## config.mk

```make
export PLATFORM = sky130hd
export DESIGN_NAME = mie_exec
export DESIGN_NICKNAME = d
export VERILOG_FILES = /design/src/verilog/mie_pkg.sv /design/src/verilog/mie_stack_if.sv /design/src/verilog/mie_exec.sv /design/src/verilog/mie_stack.sv
export SDC_FILE = /design/constraint.sdc
export NUM_CORES = 2
export LEC_CHECK = 0
export BUFFER_PORTS_ARGS = -buffer_cell sky130_fd_sc_hd__buf_2
export CAP_MARGIN = 0
export CORE_ASPECT_RATIO = 1.25
export CORE_MARGIN = 1
export CORE_UTILIZATION = 25
export CTS_CLUSTER_DIAMETER = 200
export DETAILED_ROUTE_END_ITERATION = 10
export PLACE_DENSITY_LB_ADDON = 0.2
export SYNTH_ARGS = -nofsm -noshare
export SYNTH_HDL_FRONTEND = slang
export SYNTH_HIERARCHICAL = 1
export SYNTH_SLANG_ARGS = --single-unit
```

## constraint.sdc

```tcl
create_clock -name sys_clk_i -period 5.7 [get_ports sys_clk_i]
set_clock_uncertainty 0.1 [all_clocks]
set_input_delay 0.855 -clock sys_clk_i [delete_from_list [all_inputs] [get_ports sys_clk_i]]
set_output_delay 0.855 -clock sys_clk_i [all_outputs]
set_load 0.1 [all_outputs]
```

## src/verilog/mie_pkg.sv

```systemverilog
// constants, field layout and types shared by the instruction execute block
package mie_pkg;

  // widths and depths
  localparam int unsigned PC_W        = 11;
  localparam int unsigned FILE_DEPTH  = 64;
  localparam int unsigned STACK_DEPTH = 5;

  // register byte offsets on the wishbone side
  localparam logic [11:0] ADR_CMD       = 12'h000;
  localparam logic [11:0] ADR_WORK      = 12'h004;
  localparam logic [11:0] ADR_STATUS    = 12'h008;
  localparam logic [11:0] ADR_PC        = 12'h00c;
  localparam logic [11:0] ADR_PC_HIGH   = 12'h010;
  localparam logic [11:0] ADR_CTRL      = 12'h014;
  localparam logic [11:0] ADR_WDT       = 12'h018;
  localparam logic [11:0] ADR_PRESC     = 12'h01c;
  localparam logic [11:0] ADR_DIR_A     = 12'h020;
  localparam logic [11:0] ADR_DIR_B     = 12'h024;
  localparam logic [11:0] ADR_STACK_TOP = 12'h028;
  localparam logic [3:0]  ADR_FILE_PAGE = 4'h1;   // 0x100..0x1fc, word per file register

  // command word fields
  localparam int unsigned CMD_R_LSB   = 0;
  localparam int unsigned CMD_B_LSB   = 6;
  localparam int unsigned CMD_D_POS   = 9;
  localparam int unsigned CMD_IMM_LSB = 16;
  localparam int unsigned CMD_OP_LSB  = 26;

  // status register bit positions
  localparam int unsigned ST_Z    = 0;
  localparam int unsigned ST_DC   = 1;
  localparam int unsigned ST_C    = 2;
  localparam int unsigned ST_PD   = 3;
  localparam int unsigned ST_TO   = 4;
  localparam int unsigned ST_SKIP = 5;

  // control register bit positions
  localparam int unsigned CTRL_PRESC_WDT = 0;
  localparam int unsigned CTRL_WDT_EN    = 1;

  // values after reset and fixed values
  localparam logic [1:0]      RST_CTRL    = 2'h2;
  localparam logic            RST_TO      = 1'b1;
  localparam logic            RST_PD      = 1'b1;
  localparam logic [7:0]      RST_BYTE    = 8'h00;
  localparam logic [PC_W-1:0] RST_PC      = 11'h000;
  localparam logic [PC_W-1:0] TRAP_VECTOR = 11'h002;
  localparam logic [5:0]      DIR_A_IDX   = 6'h05;
  localparam logic [5:0]      DIR_B_IDX   = 6'h06;
  localparam int unsigned     PCH_BIT     = 2;

  typedef enum logic [4:0] {
    nop_op                 = 5'h00,
    bit_clear_op           = 5'h01,
    bit_set_op             = 5'h02,
    test_skip_if_zero      = 5'h03,
    test_skip_if_one       = 5'h04,
    call_op                = 5'h05,
    goto_op                = 5'h06,
    trap_op                = 5'h07,
    clear_work_register    = 5'h08,
    clear_file_reg         = 5'h09,
    watchdog_kick          = 5'h0a,
    invert_file_reg        = 5'h0b,
    decimal_fix_after_sum  = 5'h0c,
    decimal_fix_after_diff = 5'h0d,
    count_down_op          = 5'h0e,
    count_up_op            = 5'h0f,
    count_down_skip_zero   = 5'h10,
    count_up_skip_zero     = 5'h11,
    or_with_file_reg       = 5'h12,
    or_with_immediate      = 5'h13,
    port_direction_load    = 5'h14
  } mie_op_t;

  typedef enum logic [0:0] {
    st_idle   = 1'b0,
    st_second = 1'b1
  } mie_state_t;

endpackage

```

## src/verilog/mie_stack_if.sv

```systemverilog
// carrier between the execute core and the return stack
`timescale 1ns/1ns
interface mie_stack_if;
  import mie_pkg::*;
  logic            push;
  logic [PC_W-1:0] push_addr;
  logic [PC_W-1:0] top;
  modport core  (output push, output push_addr, input top);
  modport stack (input push, input push_addr, output top);
endinterface

```

## src/verilog/mie_exec.sv

```systemverilog
// execute core for a subset of the single-word instructions, wishbone slave
//
// Design decisions made here: the Wishbone interface to the registers and the placing of the registers.
`timescale 1ns/1ns

// Functional notes
// - bit clear forces R<b> low, flags kept
// - bit set forces R<b> high, flags kept
// - skip next when tested bit is zero
// - skip next when tested bit is one
// - skipped instruction becomes nop, single cycle
// - call pushes pc+1, loads buffer bit, immediate
// - goto loads buffer bit and immediate, two cycles
// - clear work register, set zero flag
// - clear file register, set zero flag
// - kick zeroes watchdog, prescaler if assigned, sets flags
// - invert register into chosen destination, update zero
// - decimal fix after sum, update carry
// - decimal fix after difference, no flags
// - count up or down, route, update zero
// - count down into destination, skip on zero
// - count up into destination, skip on zero
// - trap pushes pc+1, jumps to vector two
// - or work with file into destination, zero
// - or immediate into work, update zero
// - load direction register five or six
module mie_exec
  import mie_pkg::*;
(
  input  wire logic        sys_clk_i,
  input  wire logic        rst_n_i,
  input  wire logic        wb_cyc_i,
  input  wire logic        wb_stb_i,
  input  wire logic        wb_we_i,
  input  wire logic [11:0] wb_adr_i,
  input  wire logic [3:0]  wb_sel_i,
  input  wire logic [31:0] wb_dat_i,
  output logic      [31:0] wb_dat_o,
  output logic             wb_ack_o,
  output logic      [7:0]  dir_a_o,
  output logic      [7:0]  dir_b_o
);

  mie_stack_if st_if ();

  mie_state_t      state;
  logic            ack;
  logic            skip_pending;
  logic [PC_W-1:0] pc;
  logic [PC_W-1:0] pc_plus1;
  logic [7:0]      work;
  logic [7:0]      file_mem [FILE_DEPTH];
  logic            z_flag;
  logic            dc_flag;
  logic            c_flag;
  logic            to_flag;
  logic            pd_flag;
  logic [7:0]      pc_high_buf;
  logic [1:0]      ctrl;
  logic [7:0]      wdt;
  logic [7:0]      presc;
  logic [7:0]      dir_a;
  logic [7:0]      dir_b;

  logic            req;
  logic            bus_wr;
  logic            do_exec;
  logic            do_real;
  mie_op_t         cur_op;
  logic [5:0]      cur_r;
  logic [2:0]      cur_b;
  logic            cur_d;
  logic [9:0]      cur_imm;
  logic [7:0]      imm8;
  logic [7:0]      src;
  logic            sel_bit;
  logic [7:0]      alu_res;
  logic            alu_writes;
  logic            alu_sets_z;
  logic            alu_skips;
  logic [8:0]      daa_res;
  logic [7:0]      das_res;
  logic            wdt_tick;
  logic            wdt_wrap;
  logic [5:0]      file_idx;

  // file registers sit one per word in their own page
  function automatic logic is_file_adr(input logic [11:0] a);
    return a[11:8] == ADR_FILE_PAGE;
  endfunction

  // bcd adjust after add: low then high correction, carry out
  function automatic logic [8:0] dec_fix_sum(input logic [7:0] v, input logic dc,
                                              input logic c);
    logic [8:0] t;
    t = {1'b0, v};
    if (dc || (v[3:0] > 4'h9)) begin
      t = t + 9'h006;
    end
    if (c || t[8] || (t[7:4] > 4'h9)) begin
      t = t + 9'h060;
      t[8] = 1'b1;
    end
    return t;
  endfunction

  // bcd adjust after subtract: flags mean no borrow when set
  function automatic logic [7:0] dec_fix_diff(input logic [7:0] v, input logic dc,
                                               input logic c);
    logic [7:0] t;
    t = v;
    if (!dc) begin
      t = t - 8'h06;
    end
    if (!c) begin
      t = t - 8'h60;
    end
    return t;
  endfunction

  // request decode; a command only executes once per bus cycle
  assign req      = wb_cyc_i && wb_stb_i;
  assign bus_wr   = req && wb_we_i && !ack && (state == st_idle);
  assign do_exec  = bus_wr && (wb_adr_i == ADR_CMD) && (wb_sel_i == 4'hf);
  assign do_real  = do_exec && !skip_pending;
  assign cur_op   = mie_op_t'(wb_dat_i[CMD_OP_LSB +: 5]);
  assign cur_r    = wb_dat_i[CMD_R_LSB +: 6];
  assign cur_b    = wb_dat_i[CMD_B_LSB +: 3];
  assign cur_d    = wb_dat_i[CMD_D_POS];
  assign cur_imm  = wb_dat_i[CMD_IMM_LSB +: 10];
  assign imm8     = cur_imm[7:0];
  assign src      = file_mem[cur_r];
  assign sel_bit  = src[cur_b];
  assign pc_plus1 = pc + 1'b1;
  assign daa_res  = dec_fix_sum(work, dc_flag, c_flag);
  assign das_res  = dec_fix_diff(work, dc_flag, c_flag);
  assign file_idx = wb_adr_i[7:2];

  // shared result path for the destination-routed instructions
  always_comb begin
    alu_res    = src;
    alu_writes = 1'b1;
    alu_sets_z = 1'b1;
    alu_skips  = 1'b0;
    case (cur_op)
      invert_file_reg:      alu_res = ~src;
      count_down_op:        alu_res = src - 8'h01;
      count_up_op:          alu_res = src + 8'h01;
      or_with_file_reg:     alu_res = work | src;
      count_down_skip_zero: begin
        alu_res    = src - 8'h01;
        alu_sets_z = 1'b0;
        alu_skips  = 1'b1;
      end
      count_up_skip_zero: begin
        alu_res    = src + 8'h01;
        alu_sets_z = 1'b0;
        alu_skips  = 1'b1;
      end
      default: begin
        alu_writes = 1'b0;
        alu_sets_z = 1'b0;
      end
    endcase
  end

  // bus handshake; branch-type commands hold ack back one extra cycle
  always_ff @(posedge sys_clk_i) begin
    if (!rst_n_i) begin
      state <= st_idle;
      ack   <= 1'b0;
    end else begin
      case (state)
        st_idle: begin
          if (req && !ack && do_real &&
              (cur_op == call_op || cur_op == goto_op || cur_op == trap_op)) begin
            state <= st_second;
            ack   <= 1'b0;
          end else begin
            ack <= req && !ack;
          end
        end
        st_second: begin
          state <= st_idle;
          ack   <= 1'b1;
        end
        default: begin
          state <= st_idle;
          ack   <= 1'b0;
        end
      endcase
    end
  end
  assign wb_ack_o = ack;

  // a taken skip turns the next command into a nop
  always_ff @(posedge sys_clk_i) begin
    if (!rst_n_i) begin
      skip_pending <= 1'b0;
    end else if (do_exec) begin
      if (skip_pending) begin
        skip_pending <= 1'b0;
      end else if (cur_op == test_skip_if_zero) begin
        skip_pending <= !sel_bit;
      end else if (cur_op == test_skip_if_one) begin
        skip_pending <= sel_bit;
      end else begin
        skip_pending <= alu_skips && (alu_res == 8'h00);
      end
    end
  end

  // program counter; software may also load it directly
  always_ff @(posedge sys_clk_i) begin
    if (!rst_n_i) begin
      pc <= RST_PC;
    end else if (do_real && (cur_op == call_op || cur_op == goto_op)) begin
      pc <= {pc_high_buf[PCH_BIT], cur_imm};
    end else if (do_real && cur_op == trap_op) begin
      pc <= TRAP_VECTOR;
    end else if (do_exec) begin
      pc <= pc_plus1;
    end else if (bus_wr && wb_adr_i == ADR_PC && wb_sel_i[0] && wb_sel_i[1]) begin
      pc <= wb_dat_i[PC_W-1:0];
    end
  end

  // return address push happens in the first cycle of call and trap
  assign st_if.push      = do_real && (cur_op == call_op || cur_op == trap_op);
  assign st_if.push_addr = pc_plus1;

  // work register
  always_ff @(posedge sys_clk_i) begin
    if (!rst_n_i) begin
      work <= RST_BYTE;
    end else if (do_real) begin
      case (cur_op)
        clear_work_register:    work <= 8'h00;
        decimal_fix_after_sum:  work <= daa_res[7:0];
        decimal_fix_after_diff: work <= das_res;
        or_with_immediate:      work <= work | imm8;
        default: begin
          if (alu_writes && !cur_d) begin
            work <= alu_res;
          end
        end
      endcase
    end else if (bus_wr && wb_adr_i == ADR_WORK && wb_sel_i[0]) begin
      work <= wb_dat_i[7:0];
    end
  end

  // file registers: bit ops, clear and routed results
  always_ff @(posedge sys_clk_i) begin
    if (!rst_n_i) begin
      for (int i = 0; i < FILE_DEPTH; i++) begin
        file_mem[i] <= RST_BYTE;
      end
    end else if (do_real) begin
      if (cur_op == bit_clear_op) begin
        file_mem[cur_r][cur_b] <= 1'b0;
      end else if (cur_op == bit_set_op) begin
        file_mem[cur_r][cur_b] <= 1'b1;
      end else if (cur_op == clear_file_reg) begin
        file_mem[cur_r] <= 8'h00;
      end else if (alu_writes && cur_d) begin
        file_mem[cur_r] <= alu_res;
      end
    end else if (bus_wr && is_file_adr(wb_adr_i) && wb_sel_i[0]) begin
      file_mem[file_idx] <= wb_dat_i[7:0];
    end
  end

  // arithmetic flags
  always_ff @(posedge sys_clk_i) begin
    if (!rst_n_i) begin
      z_flag  <= 1'b0;
      dc_flag <= 1'b0;
      c_flag  <= 1'b0;
    end else if (do_real) begin
      if (cur_op == clear_work_register || cur_op == clear_file_reg) begin
        z_flag <= 1'b1;
      end else if (cur_op == or_with_immediate) begin
        z_flag <= (work | imm8) == 8'h00;
      end else if (cur_op == decimal_fix_after_sum) begin
        c_flag <= daa_res[8];
      end else if (alu_sets_z) begin
        z_flag <= alu_res == 8'h00;
      end
    end else if (bus_wr && wb_adr_i == ADR_STATUS && wb_sel_i[0]) begin
      z_flag  <= wb_dat_i[ST_Z];
      dc_flag <= wb_dat_i[ST_DC];
      c_flag  <= wb_dat_i[ST_C];
    end
  end

  // time-out and power-down; a watchdog wrap beats a software write
  always_ff @(posedge sys_clk_i) begin
    if (!rst_n_i) begin
      to_flag <= RST_TO;
      pd_flag <= RST_PD;
    end else if (do_real && cur_op == watchdog_kick) begin
      to_flag <= 1'b1;
      pd_flag <= 1'b1;
    end else if (wdt_wrap) begin
      to_flag <= 1'b0;
    end else if (bus_wr && wb_adr_i == ADR_STATUS && wb_sel_i[0]) begin
      to_flag <= wb_dat_i[ST_TO];
      pd_flag <= wb_dat_i[ST_PD];
    end
  end

  // watchdog; when the prescaler is not ours it stays with the timer
  assign wdt_tick = ctrl[CTRL_WDT_EN] && (!ctrl[CTRL_PRESC_WDT] || presc == 8'hff);
  assign wdt_wrap = wdt_tick && (wdt == 8'hff);
  always_ff @(posedge sys_clk_i) begin
    if (!rst_n_i) begin
      wdt   <= RST_BYTE;
      presc <= RST_BYTE;
    end else if (do_real && cur_op == watchdog_kick) begin
      wdt <= 8'h00;
      if (ctrl[CTRL_PRESC_WDT]) begin
        presc <= 8'h00;
      end else begin
        presc <= presc + 8'h01;
      end
    end else begin
      presc <= presc + 8'h01;
      if (wdt_tick) begin
        wdt <= wdt + 8'h01;
      end
    end
  end

  // software-only registers and the two port direction registers
  always_ff @(posedge sys_clk_i) begin
    if (!rst_n_i) begin
      pc_high_buf <= RST_BYTE;
      ctrl   <= RST_CTRL;
      dir_a  <= RST_BYTE;
      dir_b  <= RST_BYTE;
    end else if (do_real && cur_op == port_direction_load) begin
      if (cur_r == DIR_A_IDX) begin
        dir_a <= work;
      end else if (cur_r == DIR_B_IDX) begin
        dir_b <= work;
      end
    end else if (bus_wr && wb_sel_i[0]) begin
      if (wb_adr_i == ADR_PC_HIGH) begin
        pc_high_buf <= wb_dat_i[7:0];
      end else if (wb_adr_i == ADR_CTRL) begin
        ctrl <= wb_dat_i[1:0];
      end
    end
  end
  assign dir_a_o = dir_a;
  assign dir_b_o = dir_b;

  // read data; unmapped and command reads return zero
  always_ff @(posedge sys_clk_i) begin
    if (!rst_n_i) begin
      wb_dat_o <= 32'h0000_0000;
    end else if (req && !wb_we_i) begin
      if (wb_adr_i == ADR_WORK) begin
        wb_dat_o <= {24'h000000, work};
      end else if (wb_adr_i == ADR_STATUS) begin
        wb_dat_o <= {26'h0, skip_pending, to_flag, pd_flag, c_flag, dc_flag, z_flag};
      end else if (wb_adr_i == ADR_PC) begin
        wb_dat_o <= {21'h0, pc};
      end else if (wb_adr_i == ADR_PC_HIGH) begin
        wb_dat_o <= {24'h000000, pc_high_buf};
      end else if (wb_adr_i == ADR_CTRL) begin
        wb_dat_o <= {30'h0, ctrl};
      end else if (wb_adr_i == ADR_WDT) begin
        wb_dat_o <= {24'h000000, wdt};
      end else if (wb_adr_i == ADR_PRESC) begin
        wb_dat_o <= {24'h000000, presc};
      end else if (wb_adr_i == ADR_DIR_A) begin
        wb_dat_o <= {24'h000000, dir_a};
      end else if (wb_adr_i == ADR_DIR_B) begin
        wb_dat_o <= {24'h000000, dir_b};
      end else if (wb_adr_i == ADR_STACK_TOP) begin
        wb_dat_o <= {21'h0, st_if.top};
      end else if (is_file_adr(wb_adr_i)) begin
        wb_dat_o <= {24'h000000, file_mem[file_idx]};
      end else begin
        wb_dat_o <= 32'h0000_0000;
      end
    end
  end

  mie_stack #(
    .DEPTH (STACK_DEPTH)
  ) u_stack (
    .sys_clk_i (sys_clk_i),
    .rst_n_i   (rst_n_i),
    .st        (st_if.stack)
  );

  a_bit_clear_low: assert property (@(posedge sys_clk_i) disable iff (!rst_n_i)
    do_real && cur_op == bit_clear_op |=>
      !file_mem[$past(cur_r)][$past(cur_b)] && $stable({z_flag, c_flag, dc_flag}))
    else $error("bit clear did not clear the bit or touched flags");

  a_bit_set_high: assert property (@(posedge sys_clk_i) disable iff (!rst_n_i)
    do_real && cur_op == bit_set_op |=>
      file_mem[$past(cur_r)][$past(cur_b)] && $stable({z_flag, c_flag, dc_flag}))
    else $error("bit set did not set the bit or touched flags");

  a_test_skip_zero: assert property (@(posedge sys_clk_i) disable iff (!rst_n_i)
    do_real && cur_op == test_skip_if_zero |=> skip_pending == !$past(sel_bit))
    else $error("skip-if-zero decided wrongly");

  a_test_skip_one: assert property (@(posedge sys_clk_i) disable iff (!rst_n_i)
    do_real && cur_op == test_skip_if_one |=> skip_pending == $past(sel_bit))
    else $error("skip-if-one decided wrongly");

  a_skip_as_nop: assert property (@(posedge sys_clk_i) disable iff (!rst_n_i)
    do_exec && skip_pending |=>
      $stable(work) && $stable(z_flag) && !skip_pending && pc == $past(pc_plus1))
    else $error("discarded command was not a nop");

  a_call_target: assert property (@(posedge sys_clk_i) disable iff (!rst_n_i)
    do_real && cur_op == call_op |=>
      pc == {$past(pc_high_buf[PCH_BIT]), $past(cur_imm)} && st_if.top == $past(pc_plus1)
      && !wb_ack_o ##1 wb_ack_o)
    else $error("call target, push or timing wrong");

  a_goto_two_cycle: assert property (@(posedge sys_clk_i) disable iff (!rst_n_i)
    do_real && cur_op == goto_op |=> !wb_ack_o ##1 wb_ack_o && $stable(z_flag))
    else $error("goto did not take two cycles");

  a_clear_sets_z: assert property (@(posedge sys_clk_i) disable iff (!rst_n_i)
    do_real && cur_op == clear_work_register |=> work == 8'h00 && z_flag && wb_ack_o)
    else $error("clear work register wrong");

  a_kick_flags: assert property (@(posedge sys_clk_i) disable iff (!rst_n_i)
    do_real && cur_op == watchdog_kick |=> wdt == 8'h00 && to_flag && pd_flag)
    else $error("watchdog kick left counter or flags wrong");

  a_count_skip: assert property (@(posedge sys_clk_i) disable iff (!rst_n_i)
    do_real && alu_skips |=> skip_pending == ($past(alu_res) == 8'h00) && $stable(z_flag))
    else $error("count-and-skip skip or flags wrong");

  a_trap_vector: assert property (@(posedge sys_clk_i) disable iff (!rst_n_i)
    do_real && cur_op == trap_op |=> pc == TRAP_VECTOR && st_if.top == $past(pc_plus1))
    else $error("trap vector or push wrong");

  a_or_imm_work: assert property (@(posedge sys_clk_i) disable iff (!rst_n_i)
    do_real && cur_op == or_with_immediate |=>
      work == ($past(work) | $past(imm8)) && z_flag == (work == 8'h00))
    else $error("immediate or result or zero flag wrong");

endmodule // mie_exec

```

## src/verilog/mie_stack.sv

```systemverilog
// fixed-depth return stack; overflow overwrites the oldest entry
`timescale 1ns/1ns
module mie_stack
  import mie_pkg::*;
#(
  parameter int unsigned DEPTH = STACK_DEPTH
) (
  input  wire logic  sys_clk_i,
  input  wire logic  rst_n_i,
  mie_stack_if.stack st
);
  localparam int unsigned PW = $clog2(DEPTH);
  localparam logic [PW-1:0] LAST = PW'(DEPTH - 1);

  logic [PC_W-1:0] mem [DEPTH];
  logic [PW-1:0]   wr_ptr;
  logic [PW-1:0]   top_ptr;

  // circular pointer: no full check, oldest slot is simply reused
  always_ff @(posedge sys_clk_i) begin
    if (!rst_n_i) begin
      wr_ptr <= '0;
    end else if (st.push) begin
      wr_ptr <= (wr_ptr == LAST) ? '0 : wr_ptr + 1'b1;
    end
  end

  // entry storage
  always_ff @(posedge sys_clk_i) begin
    if (!rst_n_i) begin
      for (int i = 0; i < DEPTH; i++) begin
        mem[i] <= RST_PC;
      end
    end else if (st.push) begin
      mem[wr_ptr] <= st.push_addr;
    end
  end

  assign top_ptr = (wr_ptr == '0) ? LAST : wr_ptr - 1'b1;
  assign st.top  = mem[top_ptr];

endmodule // mie_stack

```

==> run metrics <==
root buffer cell=clkbuf_16; GRT overflow=0; Clock Pin Slew Worst Setup and Hold Paths=0.06 ns; FILL cells=16600; Final Slew Violations=0; Total GRT Usage=18.6%; First DRT Iteration DRCs=2735; VDD IR max=0.000201 V; Hold Vio Cnt, Final=0; top cells by count, synth=nor2_1, edfxtp_1, o21ai_0, clkbuf_1, mux4_2; sequential element share of the synthesized area=between 40% and 50%; Clock Path Buffers=3; most common cell in the synthesized netlist=nor2_1; R2R Setup Slk=0.61 ns; crit end category=flip-flop; syn_area_per_cell=~11 sq um; crit path kind=input port to flip-flop; setup ws final=0.356 ns; post_cts resized=0; Max Cap Viol=0; fin crit share=93.8%; die extent in x=360 um; post-synth top area share=between 40% and 50%; ys flop type=edfxtp_1; cell repeated most along the worst path=or3_1; Core Rows=roughly 160; Slew HR=11.2%; crit path cell chain=buf_8 > buf_12 > buf_4 > mux2i_1 > o22ai_1 > a311oi_1 > a221o_1 > and2_1 > inv_1 > ha_1 > nor2b_1 > o21ai_0 > a21boi_0 > o21a_1 > or3_1 > a32oi_1 > nand3_1 > or3_1 > or4_1 > a31oi_1; Req. time, crit path=~6.2 ns; Area contributors post-synth=edfxtp_1, mux4_2, o21ai_0; antenna violations before repair=5; Slowest cell on crit path=or4_1; clock latency at the later pin of the worst-skew pair=0.70 ns; vias per cell=roughly 5.3; Finish-stage setup viols=0; Num CTS Buffers=84; Routed WL=153000 um; Die Y=450 um; Buf/Inv on CP=4; Design Power=0.0124 W; setup_tns=0 ns; leading area contributor after synthesis=edfxtp_1; worst stage delay on the critical path=between 0.5 and 0.6 ns; RSZ-0062 raised after global routing=false; vias in the first global route=roughly 31000; YS warnings=6; Core Util, Final=29.0%; io pins=roughly 100; worst reg2reg path depth=19; crit path launch type=input port; core area=160000 sq um; pre-CTS setup slack=-0.368 ns; cell area after placement=43700 sq um; port bufs=74; Post-DRT Antenna Nets=0; htree depth=3; fin area=46300 sq um; vias after detailed routing=30800; Starting Density=25.1%; Leakage=approximately 15 nW; crit path from=wb_dat_i[0]; CTS Hold Bufs=0; ys async rst share=0%; WP depth=20; Final min period=approximately 5.3 ns; gpl congestion=0.858; first-pass GRT wire length=222000 um; die area=162000 sq um; Clock Sinks=about 700; worst-path fanout max=16; CTS tree=yes; Syn-to-layout area delta=15.3%; pwr/cell area=267 nW/um^2; CP arrival=~5.9 ns; Synth Register Bits=683; reg-to-reg startpoint=file_mem[21][4]; pin count of the biggest net entering global routing=112; post-synth cell types=99; setup bufs post-CTS=0; fmax=around 190 MHz; Pre-antenna DRT Iters=7; DRC Markers=0; Final nets=3754; Hold Path Class=flip-flop to flip-flop; layout cells sized above 1=19.9%; Worst R2R End=file_mem[6][7]; EDFF count, synth=600; worst-margin pin slew=1.33 ns; Setup crit end=z_flag; mapped cell area=~40000 sq um; DP Wirelength=103000 um; WL per Instance=roughly 26 um; status=finished clean; Top delay family on crit path=compound AO/OA/AOI/OAI gates; Synth Instances=3665
==> state kept, by name, indices dropped and copies added, names as in the netlist, 3 cells and up <==
register and flops:
file_mem 512, u_stack/mem 88, pc 11, wb_dat_o 11
dir_a_o 8, dir_b_o 8, pc_high_buf 8, presc 8
wdt 8, work 8, u_stack/wr_ptr 3
==> layout by cell type, fill, tap and decap left out, types with 18 or more instances in the layout <==
master and n:
buf_4 216, a21oi_1 57, nand3_1 69, nor2_1 629
o21ai_0 596, nor2b_1 34, conb_1 21, edfxtp_1 600
a31oi_1 24, buf_12 31, nor3_1 35, mux2i_1 106
and2_1 78, inv_1 26, xnor2_1 20, clkbuf_1 24
a22oi_1 38, clkbuf_16 86, nand2b_1 18, a21boi_0 29
buf_2 67, mux4_2 250, dfxtp_1 83, nand2_1 241
mux2_2 18, o211ai_1 23
==> final cells by class <==
| cell class | instances | area (sq um) | area share (%) |
|---|---|---|---|
| timing repair buffer | 319 | 2650 | 5.72 |
| antenna | 1 | 2.50 | 0.00541 |
| clock buffer | 114 | 2300 | 4.97 |
| inverter | 28 | 110 | 0.238 |
| sequential | 683 | 19700 | 42.5 |
| multi-input combinational | 2568 | 18700 | 40.3 |
| tap | 2075 | 2600 | 5.61 |
| clock inverter | 34 | 273 | 0.590 |
==> logic make-up (layout without fill, tap and decap cells) <==
logic type / Yosys count / in the layout / synth area share [%]
mux: 393 / 393 / 18.3
simple gates: 1186 / 1186 / 12.9
fa+ha+maj: 17 / 17 / 0.549
buf+inv: 434 / 495 / 5.10
compound gates: 915 / 915 / 13.3
xor+xnor: 36 / 36 / 0.786
flops: 683 / 683 / 49.0
other cells: 1 / 22 / 0.00934
==> where the power goes <==
part           internal [W]  total, W  switching [W]
Sequential          0.00558   0.00567      0.0000844
Combinational      0.000600   0.00150       0.000904
Clock               0.00295   0.00520        0.00224
==> metal layers <==
metal  wire, um  vias to the layer above  GRT usage (%)
met5         40                        -              0
li1           -                    13700              -
met2      75700                      984           32.0
met1      63600                    15900           23.4
met3       7620                      226           2.24
met4       6370                        6           7.99
==> worst min-delay path, stage by stage (launching register included) <==
cell,delay (ns)
dfxtp_1,0.32
nand2_1,0.05
a21boi_0,0.06
==> stage by stage <==
step           cells  hold slack [ns]
2_1_floorplan   3685            0.341
3_3_place_gp    5673            0.375
3_5_place_dp    5673            0.380
4_1_cts         5821            0.389
5_1_grt         5822            0.405
6_report        5822            0.386
==> worst min path at each step <==
stage | from | endpoint | slack [ns] | depth (start not counted)
global placement | dir_a_o[3] | dir_a_o[3] | 0.37 | 2
detailed placement | dir_b_o[7] | dir_b_o[7] | 0.38 | 2
global route | wb_dat_o[9] | wb_dat_o[9] | 0.41 | 1
CTS | dir_b_o[7] | dir_b_o[7] | 0.39 | 2
floorplan | presc[0] | presc[0] | 0.34 | 1
finish | dir_b_o[7] | dir_b_o[7] | 0.39 | 2
No activity file was read; power rests on OpenSTA's default activity.
